`src/shared/adcf_pkg.sv`:
```
// shared constants and types for the converter flag and test-port slice
package adcf_pkg;
    // apb address width in bits
    localparam int unsigned ADDR_W = 8;
    // register word indices, byte address is four times the index
    localparam logic [5:0] IDX_TEST_ZERO = 6'h08;
    localparam logic [5:0] IDX_TEST_ONE  = 6'h09;
    localparam logic [5:0] IDX_DONE_STAT = 6'h0B;
    localparam logic [5:0] IDX_BUF_EN    = 6'h0D;
    localparam logic [5:0] IDX_PIN_PORT  = 6'h0F;
    localparam logic [5:0] IDX_CFG       = 6'h20;
    localparam logic [5:0] IDX_IRQ_STAT  = 6'h21;
    localparam logic [5:0] IDX_IRQ_CLR   = 6'h22;
    localparam logic [5:0] IDX_IRQ_EN    = 6'h23;
    // field positions
    localparam int unsigned SC_BIT   = 0;
    localparam int unsigned FAST_BIT = 0;
    // values after reset
    localparam logic [7:0]  RST_PIN_PORT  = 8'hFF;
    localparam logic [7:0]  RST_TEST_ONE  = 8'h00;
    localparam logic [7:0]  RST_TEST_ZERO = 8'h00;
    localparam logic [7:0]  RST_BUF_EN    = 8'h00;
    localparam logic [15:0] RST_LFSR      = 16'hACE1;
    // channel select codes in special mode
    localparam logic [2:0]  SEL_REF_HIGH  = 3'h4;
    localparam logic [2:0]  SEL_REF_LOW   = 3'h5;
    localparam logic [2:0]  SEL_MIDPOINT  = 3'h6;

    // converter input source, gray ordered
    typedef enum logic [2:0] {
        SRC_EXT      = 3'h0,
        SRC_REF_HIGH = 3'h1,
        SRC_REF_LOW  = 3'h3,
        SRC_MIDPOINT = 3'h2,
        SRC_RESERVED = 3'h6
    } adcf_source_t;

    // routing handed to the analog multiplexer
    typedef struct packed {
        adcf_source_t source;
        logic [2:0]   ext_chan;
    } adcf_route_t;

    // apb request from the master
    typedef struct packed {
        logic              psel;
        logic              penable;
        logic              pwrite;
        logic [ADDR_W-1:0] paddr;
        logic [31:0]       pwdata;
    } adcf_apb_req_t;

    // apb response from this slave
    typedef struct packed {
        logic [31:0] prdata;
        logic        pready;
        logic        pslverr;
    } adcf_apb_rsp_t;
endpackage

```
`src/verilog/adcf_flag_bank.sv`:
```
`timescale 1ns/100ps
// eight conversion done flags with their clearing rules
module adcf_flag_bank (
    input  logic       core_clk,
    input  logic       rst,
    input  logic [7:0] set_pulse,
    input  logic       seq_clear,
    input  logic [7:0] arm_mask,
    input  logic [7:0] res_read,
    input  logic       fast_clear,
    output logic [7:0] flags_q
);
    import adcf_pkg::*;

    logic [7:0] armed_q; // status read has shown this flag set
    logic [7:0] clr;     // clearing event per flag

    // one cell per flag
    genvar i;
    generate
        for (i = 0; i < 8; i++) begin : g_cell
            assign clr[i] = seq_clear | (res_read[i] & (fast_clear | armed_q[i]));
            // flag register, set beats clear
            always_ff @(posedge core_clk or posedge rst) begin
                if (rst) begin
                    flags_q[i] <= 1'b0;
                end else begin
                    flags_q[i] <= set_pulse[i] | (flags_q[i] & ~clr[i]);
                end
            end
            // arming by a status read that saw the flag
            always_ff @(posedge core_clk or posedge rst) begin
                if (rst) begin
                    armed_q[i] <= 1'b0;
                end else begin
                    armed_q[i] <= ~clr[i] & (armed_q[i] | (arm_mask[i] & flags_q[i]));
                end
            end
        end
    endgenerate
endmodule

```
`src/verilog/adcf_top.sv`:
```
`timescale 1ns/100ps
// Summary of operation
// - reserved test reads random, writes special-only
// - test one top two bits read random
// - test one bit zero enables special sources
// - special codes pick high, low, midpoint
// - done status readable, writes change nothing
// - conversion x completion sets flag x
// - sequence start clears all flags except those completing in the same cycle
// - slow mode: status read then result read
// - fast mode: result read alone clears
// - buffer enable bit gates pin x
// - set enable keeps buffer on always
// - enabled pin reads its sampled level
// - disabled pin reads one
// - port resets to ones, ignores writes
// - normal mode selects external input binary
module adcf_top (
    input  logic                   core_clk,
    input  logic                   rst,
    input  adcf_pkg::adcf_apb_req_t apb_req,
    output adcf_pkg::adcf_apb_rsp_t apb_rsp,
    input  logic                   test_mode,
    input  logic                   seq_start,
    input  logic [2:0]             chan_select,
    input  logic [7:0]             conv_done,
    input  logic [7:0]             result_read,
    input  logic [7:0]             pad_level,
    output logic [7:0]             buffer_on,
    output logic                   special_source_enable,
    output adcf_pkg::adcf_route_t  route,
    output logic [7:0]             test_zero_cfg,
    output logic [7:0]             conversion_done_flag,
    output logic                   irq
);
    import adcf_pkg::*;

    // registers
    adcf_apb_rsp_t rsp_q;      // registered bus answer
    logic [7:0]    test_zero_q; // reserved test contents
    logic [7:0]    test_one_q;  // special channel test contents
    logic [7:0]    buf_en_q;    // digital buffer enables
    logic [7:0]    pin_q;       // sampled pin levels
    logic          fast_q;      // fast flag clearing
    logic [7:0]    irq_stat_q;  // sticky completion events
    logic [7:0]    irq_en_q;    // interrupt enables
    logic          irq_q;       // interrupt output
    logic [15:0]   lfsr_q;      // source of unpredictable data
    adcf_route_t   route_q;     // registered routing
    logic [7:0]    flags_q;     // done flags from the bank

    // combinational
    logic          setup;       // apb setup cycle
    logic          done;        // apb completion edge
    logic          wr;          // completing write
    logic          rd;          // completing read
    logic [31:0]   rd_d;        // read data for the address
    logic          err_d;       // unmapped address
    logic [7:0]    arm_mask;    // flags seen by a status read
    logic [7:0]    clr_mask;    // interrupt clear bits

    // address decode, used for reads and writes
    function automatic logic reg_hit(input logic [ADDR_W-1:0] addr,
                                     input logic [5:0] idx);
        reg_hit = (addr[1:0] == 2'h0) && (addr[7:2] == idx);
    endfunction

    // routing decode for the analog multiplexer
    function automatic adcf_route_t route_decode(input logic sc,
                                                 input logic [2:0] sel);
        adcf_route_t r;
        r.ext_chan = sel;
        r.source   = SRC_EXT;
        if (sc) begin
            // special source codes
            case (sel)
                SEL_REF_HIGH: r.source = SRC_REF_HIGH;
                SEL_REF_LOW:  r.source = SRC_REF_LOW;
                SEL_MIDPOINT: r.source = SRC_MIDPOINT;
                default:      r.source = SRC_RESERVED;
            endcase
        end
        route_decode = r;
    endfunction

    // bus phases
    assign setup = apb_req.psel & ~apb_req.penable;
    assign done  = apb_req.psel & apb_req.penable & rsp_q.pready;
    assign wr    = done & apb_req.pwrite;
    assign rd    = done & ~apb_req.pwrite;

    // read mux, selected from the address
    always_comb begin
        rd_d  = 32'h0000_0000;
        err_d = 1'b0;
        if (reg_hit(apb_req.paddr, IDX_TEST_ZERO)) begin
            rd_d[7:0] = lfsr_q[7:0];
        end else if (reg_hit(apb_req.paddr, IDX_TEST_ONE)) begin
            rd_d[7:0] = {lfsr_q[9:8], test_one_q[5:0]};
        end else if (reg_hit(apb_req.paddr, IDX_DONE_STAT)) begin
            rd_d[7:0] = flags_q;
        end else if (reg_hit(apb_req.paddr, IDX_BUF_EN)) begin
            rd_d[7:0] = buf_en_q;
        end else if (reg_hit(apb_req.paddr, IDX_PIN_PORT)) begin
            rd_d[7:0] = pin_q;
        end else if (reg_hit(apb_req.paddr, IDX_CFG)) begin
            rd_d[FAST_BIT] = fast_q;
        end else if (reg_hit(apb_req.paddr, IDX_IRQ_STAT)) begin
            rd_d[7:0] = irq_stat_q;
        end else if (reg_hit(apb_req.paddr, IDX_IRQ_CLR)) begin
            // write-only, reads zero
            rd_d = 32'h0000_0000;
        end else if (reg_hit(apb_req.paddr, IDX_IRQ_EN)) begin
            rd_d[7:0] = irq_en_q;
        end else begin
            // unmapped address
            err_d = 1'b1;
        end
    end

    // bus answer: ready in the first access cycle
    always_ff @(posedge core_clk or posedge rst) begin
        if (rst) begin
            rsp_q <= '0;
        end else begin
            rsp_q.pready  <= setup;
            rsp_q.pslverr <= setup & err_d;
            if (setup) begin
                rsp_q.prdata <= rd_d;
            end
        end
    end

    // free running lfsr for unpredictable read bits
    always_ff @(posedge core_clk or posedge rst) begin
        if (rst) begin
            lfsr_q <= RST_LFSR;
        end else begin
            lfsr_q <= {lfsr_q[14:0], lfsr_q[15] ^ lfsr_q[13] ^ lfsr_q[12] ^ lfsr_q[10]};
        end
    end

    // reserved test register, writable only in special mode
    always_ff @(posedge core_clk or posedge rst) begin
        if (rst) begin
            test_zero_q <= RST_TEST_ZERO;
        end else if (wr && test_mode && reg_hit(apb_req.paddr, IDX_TEST_ZERO)) begin
            test_zero_q <= apb_req.pwdata[7:0];
        end
    end

    // special channel test register, writable any time
    always_ff @(posedge core_clk or posedge rst) begin
        if (rst) begin
            test_one_q <= RST_TEST_ONE;
        end else if (wr && reg_hit(apb_req.paddr, IDX_TEST_ONE)) begin
            test_one_q <= apb_req.pwdata[7:0];
        end
    end

    // buffer enables and fast clear configuration
    always_ff @(posedge core_clk or posedge rst) begin
        if (rst) begin
            buf_en_q <= RST_BUF_EN;
            fast_q   <= 1'b0;
        end else if (wr) begin
            if (reg_hit(apb_req.paddr, IDX_BUF_EN)) begin
                buf_en_q <= apb_req.pwdata[7:0];
            end
            if (reg_hit(apb_req.paddr, IDX_CFG)) begin
                fast_q <= apb_req.pwdata[FAST_BIT];
            end
        end
    end

    // pin sampling, writes never reach it
    always_ff @(posedge core_clk or posedge rst) begin
        if (rst) begin
            pin_q <= RST_PIN_PORT;
        end else begin
            pin_q <= (pad_level & buf_en_q) | ~buf_en_q;
        end
    end

    // routing toward the analog multiplexer
    always_ff @(posedge core_clk or posedge rst) begin
        if (rst) begin
            route_q <= '0;
        end else begin
            route_q <= route_decode(test_one_q[SC_BIT], chan_select);
        end
    end

    // flags seen by a completing status read
    assign arm_mask = (rd && reg_hit(apb_req.paddr, IDX_DONE_STAT)) ? rsp_q.prdata[7:0] : 8'h00;

    // done flags and their clearing
    adcf_flag_bank u_flags (
        .core_clk   (core_clk),
        .rst        (rst),
        .set_pulse  (conv_done),
        .seq_clear  (seq_start),
        .arm_mask   (arm_mask),
        .res_read   (result_read),
        .fast_clear (fast_q),
        .flags_q    (flags_q)
    );

    // interrupt clear bits from a write
    assign clr_mask = (wr && reg_hit(apb_req.paddr, IDX_IRQ_CLR)) ? apb_req.pwdata[7:0] : 8'h00;

    // sticky interrupt status, set beats clear
    always_ff @(posedge core_clk or posedge rst) begin
        if (rst) begin
            irq_stat_q <= 8'h00;
        end else begin
            irq_stat_q <= (irq_stat_q & ~clr_mask) | conv_done;
        end
    end

    // interrupt enables
    always_ff @(posedge core_clk or posedge rst) begin
        if (rst) begin
            irq_en_q <= 8'h00;
        end else if (wr && reg_hit(apb_req.paddr, IDX_IRQ_EN)) begin
            irq_en_q <= apb_req.pwdata[7:0];
        end
    end

    // level interrupt
    always_ff @(posedge core_clk or posedge rst) begin
        if (rst) begin
            irq_q <= 1'b0;
        end else begin
            irq_q <= |(irq_stat_q & irq_en_q);
        end
    end

    // outputs, all from flip-flops
    assign apb_rsp               = rsp_q;
    assign buffer_on             = buf_en_q;
    assign special_source_enable = test_one_q[SC_BIT];
    assign route                 = route_q;
    assign test_zero_cfg         = test_zero_q;
    assign conversion_done_flag  = flags_q;
    assign irq                   = irq_q;
endmodule
```
`config.mk`:
```
export PLATFORM = sky130hd
export DESIGN_NAME = adcf_top
export DESIGN_NICKNAME = d
export VERILOG_FILES = /design/src/shared/adcf_pkg.sv /design/src/verilog/adcf_flag_bank.sv /design/src/verilog/adcf_top.sv
export SDC_FILE = /design/constraint.sdc
export NUM_CORES = 1
export LEC_CHECK = 0
export BUFFER_PORTS_ARGS = -buffer_cell sky130_fd_sc_hd__buf_2
export CAP_MARGIN = 20
export CORE_MARGIN = 4
export CORE_UTILIZATION = 45
export DETAILED_ROUTE_END_ITERATION = 12
export HOLD_SLACK_MARGIN = 0.15
export PLACE_DENSITY = 0.72
export SYNTH_ARGS = -nofsm -noshare
export SYNTH_HDL_FRONTEND = slang
export SYNTH_SLANG_ARGS = --single-unit
```
`constraint.sdc`:
```
create_clock -name core_clk -period 7.56 [get_ports core_clk]
set_input_delay 0.756 -clock core_clk [delete_from_list [all_inputs] [get_ports core_clk]]
set_output_delay 0.756 -clock core_clk [all_outputs]
set_load 0.01 [all_outputs]
```
==> results.md, run 1 <==
* Status: finished, final reports clean
* CTS tree: done
* Met1 Usage GRT at 27.8%
* Total power at 961 µW
* Core Rows at 35
* Syn Inst Count at 369
* RSZ-0062 raised after global routing: false
* Leakage power at 2.42 nW
* Final hold vios at 0
* DP Area at 4840 µm²
* Ys async rst share at 100%
* EDFF count, synth at 0
* RR Startpoint: apb_rsp[1]
* Gr usage total at 19.8%
* CTS sink count at 96
* Post-DP HPWL at 7910 µm
* Vias in the first global route at 3222
* GR Overflow Total at 0
* Worst EP required at 7810 ps
* Max-Cap Viols at 0
* Synth cell types at 47
* GRT met3 Usage at 4.98%
* Synth-to-layout area growth at 15.2%
* DP Cell Count at 573
* Drt pass-1 iters at 4
* Share of cells above drive strength 1 at 37.8%
* PortBufs at 91
* Crit Path Class: in -> reg
* Pwr dens at 191 nW/µm²
* R2r endpoint: test_zero_cfg[6]
* Met2 GRT Util at 30.6%
* Worst setup SP type: input pin
* Netlist Area Pre-Place at 4370 µm²
* Min cycle time layout at 2830 ps
* CTS root buffer: clkbuf_8
* Cells on worst reg2reg path at 4
* Fmax at 353 MHz
* Relative max-transition margin at 36.6%
* H-tree levels at 3
* Filler Cell Count at 844
* Final WS setup at 4730 ps
* Final Util at 53.9%
* Largest net degree at the start of global routing at 60
* GRT busiest layer: met2
* First-pass GRT wire length at 17200 µm
* Post-CTS Setup Repair Bufs at 0
* Initial Util at 46.8%
* Drt first-iter violations at 208
* Slew Limit Fails at 0
* Synth Area per Inst at 11.8 µm²
* Hold Buf Count CTS at 0
* Sequential-to-total area share from yosys stat at 55.5%
* Deepest clock path buffer count at 2
* CTS resizes at 0
* Routed Antenna Nets at 0
* WL per Instance at 18.1 µm
* DR DRC count at 0
* Hold path start: lfsr_q[14]
* Main flop type after synthesis: dfrtp_1
* Setup-failing EPs final at 0
* Num CTS Buffers at 9
* Tcrit/Tclk final at 37.4%
* Worst-margin pin slew at 946 ps
* Total Wirelength at 10700 µm
* Reg clk slew, reported paths at 90 ps
* Final Non-Filler Cells at 589
* Crit-path max FO at 25
* CP endpoint kind: flop
* Hold Crit Endpoint: lfsr_q[15]
* Worst-skew pair later-pin latency at 360 ps
* Worst Path Arrival at 3080 ps
* Ys Warns at 0
* Ant. Diodes at 0
* Full die area at 11300 µm²
* Hold slack at 363 ps
* Via-to-Cell Ratio at 5.44
* Via count at 3205
* Setup_tns at 0 ps
* Fin Clk Skew at 7.97 ps
* # nets final at 529
* Min-Delay Path Class: reg -> reg
* Gpl congestion at 0.850
* Die span in y at 107 µm
* Die width at 107 µm
* Hold path cells at 0
* Worst reg2reg setup slack at 5810 ps
* Fin area at 5030 µm²
* Peak supply drop at 0.111 mV
* IO Pins at 140
* Core Region at 9330 µm²
* Initial antenna violation count at 0
* Setup Slack @ Placement at 4370 ps
* Yosys reg bits at 96
## routing by layer
| metal | vias to the layer above | routed length [µm] |
|---|---|---|
| li1 | 1482 | - |
| met1 | 1561 | 4640 |
| met2 | 151 | 5000 |
| met3 | 11 | 912 |
| met4 | 0 | 126 |
| met5 | - | 0 |
## critical path, cell delays in order
cell     delay, ps
buf_2          370
nor3b_2        850
nand3_2        210
nor3b_4        500
mux2_2         390
## cells in the mapped netlist (2+ instances only)
library cell  count  share of area (%)
mux2_2           39                 10
o2111ai_1         7                1.4
a22o_1            8                1.6
o211ai_1          7                1.2
a22oi_1           4               0.69
clkbuf_1         11               0.95
nor2_1           11               0.95
a21oi_1           4               0.46
inv_1             3               0.26
a31oi_1          16                2.3
nand2_1          27                2.3
nand3_1           2               0.23
xnor2_1           2               0.40
buf_4            24                4.1
nor2b_1           2               0.29
o21a_1            8                1.4
a21o_1           16                2.8
dfrtp_1          80                 46
o22ai_1           8                1.1
o21ai_0           7               0.80
nand4_2           2               0.57
nand3b_1          2               0.34
nand2b_1         17                2.4
buf_2             5               0.57
nor3b_2           2               0.57
nand4_1           8                1.1
or4b_1            2               0.46
and4_1            3               0.60
dfstp_2          16                9.6
nor3_1            9                1.0
## registers in the layout, summed over array words and instances (netlist names)
| signal | flops |
|---|---|
| route | 6 |
| u_flags.armed_q | 8 |
| apb_rsp | 10 |
| irq | 1 |
| test_zero_cfg | 8 |
| fast_q | 1 |
| irq_en_q | 8 |
| u_flags.flags_q | 8 |
| pin_q | 8 |
| buffer_on | 8 |
| test_one_q | 6 |
| irq_stat_q | 8 |
| lfsr_q | 16 |
## worst max path at each step
stage | from | to | depth (start not counted)
final | apb_req[34] | buffer_on[2] | 5
after global routing | apb_req[34] | buffer_on[5] | 5
after CTS | apb_req[34] | buffer_on[3] | 5
after detailed placement | apb_req[34] | buffer_on[2] | 5
after global placement | apb_req[34] | buffer_on[5] | 5
after floorplan | rst | apb_rsp[0] | 1
## power breakdown
group | total [mW] | switching (mW) | internal, mW
clock | 0.334 | 0.179 | 0.155
combinational | 0.0919 | 0.0591 | 0.0328
sequential | 0.535 | 0.0108 | 0.524
## placed cells by master, fill, tap and decap left out, types with 2 or more instances in the layout
master	instances
buf_2	91
dfrtp_1	80
mux2_2	39
nand2_1	27
conb_1	24
nand2b_1	17
a31oi_1	16
a21o_1	16
dfstp_2	16
nor2_1	11
nor3_1	9
clkbuf_8	9
a22o_1	8
o22ai_1	8
nand4_1	8
o21a_1	8
o21ai_0	7
o2111ai_1	7
o211ai_1	7
a21oi_1	4
a22oi_1	4
and4_1	3
clkinv_2	3
nand3_1	2
nor2b_1	2
or4b_1	2
inv_1	2
nand3b_1	2
nor3b_2	2
xnor2_1	2
nand4_2	2
buf_4	2
## final cells by class
class | count | area (µm²) | share of cell area [%]
clock buffers | 10 | 128 | 2.54
repair buffers | 93 | 470 | 9.35
multi-input cells | 251 | 1770 | 35.1
well taps | 129 | 161 | 3.21
clock inverters | 6 | 67.6 | 1.34
flip-flops and latches | 96 | 2420 | 48.1
inverters | 4 | 16.3 | 0.323
## logic make-up after synthesis
| group | Yosys count | synth area share [%] |
|---|---|---|
| and+or+nand+nor | 97 | 13.4 |
| DFF | 96 | 55.5 |
| muxes | 39 | 10.1 |
| buffers and inverters | 45 | 6.07 |
| AOI/OAI and AO/OA | 88 | 14.3 |
| xor gates and xnor gates | 3 | 0.602 |
| other | 1 | 0.0859 |
No activity file was read; power rests on OpenSTA's default activity.
==> run 2, diff against run 1 <==
clock period = 3 ns   (was 7.56 ns; I/O delays follow)
==> run 2 against run 1 <==
Against the previous run:
- worst hold slack lost 180 ps
- count of clock-buffer cells in the layout grew 2
- via count rose by 2.4%
- cell area rose by 5.3%
- global-route usage grew 0.34 points
- clock skew about the same
- first-iteration DRC count up 2.4%
- sequential power rose to 2.5 times the previous value
- clock power grew to 2.8 times the previous value
- utilization grew 2.9 points
- die area stayed put
- critical endpoint is now test_zero_cfg[7]
- highest routed layer unchanged
==> results.md, run 2 (synthesized netlist as in run 1, its figures left out) <==
* # nets final at 553
* Die span in y at 107 µm
* Peak supply drop at 0.284 mV
* Reg clk slew, reported paths at 90 ps
* CTS resizes at 0
* Share of cells above drive strength 1 at 36.8%
* Reg with most FFs: lfsr_q
* Post-DP HPWL at 7980 µm
* Crit Path Class: in -> reg
* DP Area at 4890 µm²
* Leakage power at 2.53 nW
* Setup-failing EPs final at 0
* Tcrit/Tclk final at 64.0%
* Register area at 2420 µm²
* Largest net degree at the start of global routing at 53
* Min-Delay Path Class: in -> reg
* Drt pass-1 iters at 4
* Min cycle time layout at 1920 ps
* DR DRC count at 0
* Full die area at 11300 µm²
* Worst EP required at 3250 ps
* Status: finished, final reports clean
* Slew Limit Fails at 0
* Flip-flop count of the largest register after layout at 16
* Worst-skew pair later-pin latency at 370 ps
* CTS tree: done
* Total Wirelength at 11000 µm
* Setup Slack @ Placement at 783 ps
* Fin Clk Skew at 7.99 ps
* Num CTS Buffers at 9
* CP endpoint kind: flop
* Synth-to-layout area growth at 21.3%
* Worst setup SP type: input pin
* Crit-path max FO at 13
* First-pass GRT wire length at 17300 µm
* Commonest non-fill, non-tap cell in the layout: buf_2
* Drt first-iter violations at 213
* Deepest clock path buffer count at 2
* IO Pins at 140
* Gpl congestion at 0.878
* Routed Antenna Nets at 0
* RSZ-0062 raised after global routing: false
* Max-Cap Viols at 0
* Final WS setup at 1080 ps
* Final hold vios at 0
* Fmax at 521 MHz
* Core Region at 9330 µm²
* Vias in the first global route at 3245
* Fin area at 5300 µm²
* Multi-input logic area at 1770 µm²
* Initial antenna violation count at 0
* PortBufs at 91
* WL per Instance at 17.9 µm
* Core Rows at 35
* Via count at 3281
* Gr usage total at 20.1%
* CTS root buffer: clkbuf_8
* Die width at 107 µm
* Worst-margin pin slew at 921 ps
* Pwr dens at 480 nW/µm²
* Ant. Diodes at 0
* GR Overflow Total at 0
* Via-to-Cell Ratio at 5.35
* Setup_tns at 0 ps
* CTS sink count at 96
* Worst reg2reg setup slack at 1250 ps
* Initial Util at 46.8%
* Hold Buf Count CTS at 19
* H-tree levels at 3
* Post-CTS Setup Repair Bufs at 0
* Commonest non-fill, non-tap cells in the layout: buf_2 (91), dfrtp_1 (80), mux2_2 (39), nand2_1 (27), conb_1 (24)
* Filler Cell Count at 820
* Relative max-transition margin at 38.6%
* Worst Path Arrival at 2170 ps
-- run 2: changes by cell type in the layout (fill, tap and decap cells not counted), sizes merged --
cell	change
buf	+5
bufinv	+1
inv	-1
clkinv	-2
clkbuf	+2
dlygate4sd3	+19
-- run 2: stage by stage --
stage / power [mW] / std cells / hold WS (ps) / utilization, %
final: 2.55 / 613 / 183 / 56.8
after global routing: 2.65 / 613 / 177 / 56.8
after CTS: 2.57 / 613 / 158 / 56.8
after detailed placement: 1.61 / 578 / 341 / 52.4
after global placement: 1.60 / 578 / 344 / 52.4
after floorplan: 1.51 / 392 / 331 / -
-- run 2: per-layer routing --
metal | GRT usage (%) | share of wire, %
met5 | 0 | 0
met4 | 6.58 | 1.8
met3 | 4.49 | 8.2
met2 | 32.1 | 47
met1 | 27.3 | 43
-- run 2: cell type report --
cell class / instances / share of cell area [%]
flip-flops and latches: 96 / 45.7
multi-input cells: 251 / 33.3
repair buffers: 117 / 13.4
well taps: 129 / 3.05
clock buffers: 12 / 2.74
clock inverters: 4 / 1.44
inverters: 4 / 0.307
-- run 2: power breakdown --
group	switching (mW)	leakage [nW]	internal (mW)
logic	0.153	1.23	0.103
registers	0.0274	1.19	1.32
clock network	0.445	0.107	0.496
-- run 2: final timing paths --
check	startpoint	end	cells past startpoint
max in group asynchronous	rst	pin_q[5]	4
hold / removal	conv_done[6]	u_flags.flags_q[6]	2
setup / recovery	apb_req[36]	test_zero_cfg[7]	6
min in group asynchronous	rst	apb_rsp[4]	3
hold reg to reg	lfsr_q[14]	lfsr_q[15]	0
setup reg to reg	apb_rsp[1]	buffer_on[7]	3
-- run 2: worst max-delay path, stage by stage --
cell and delay (ps):
buf_2 180, nor4b_1 510, nand3_1 140, buf_4 210, nor2_2 420, mux2_2 400
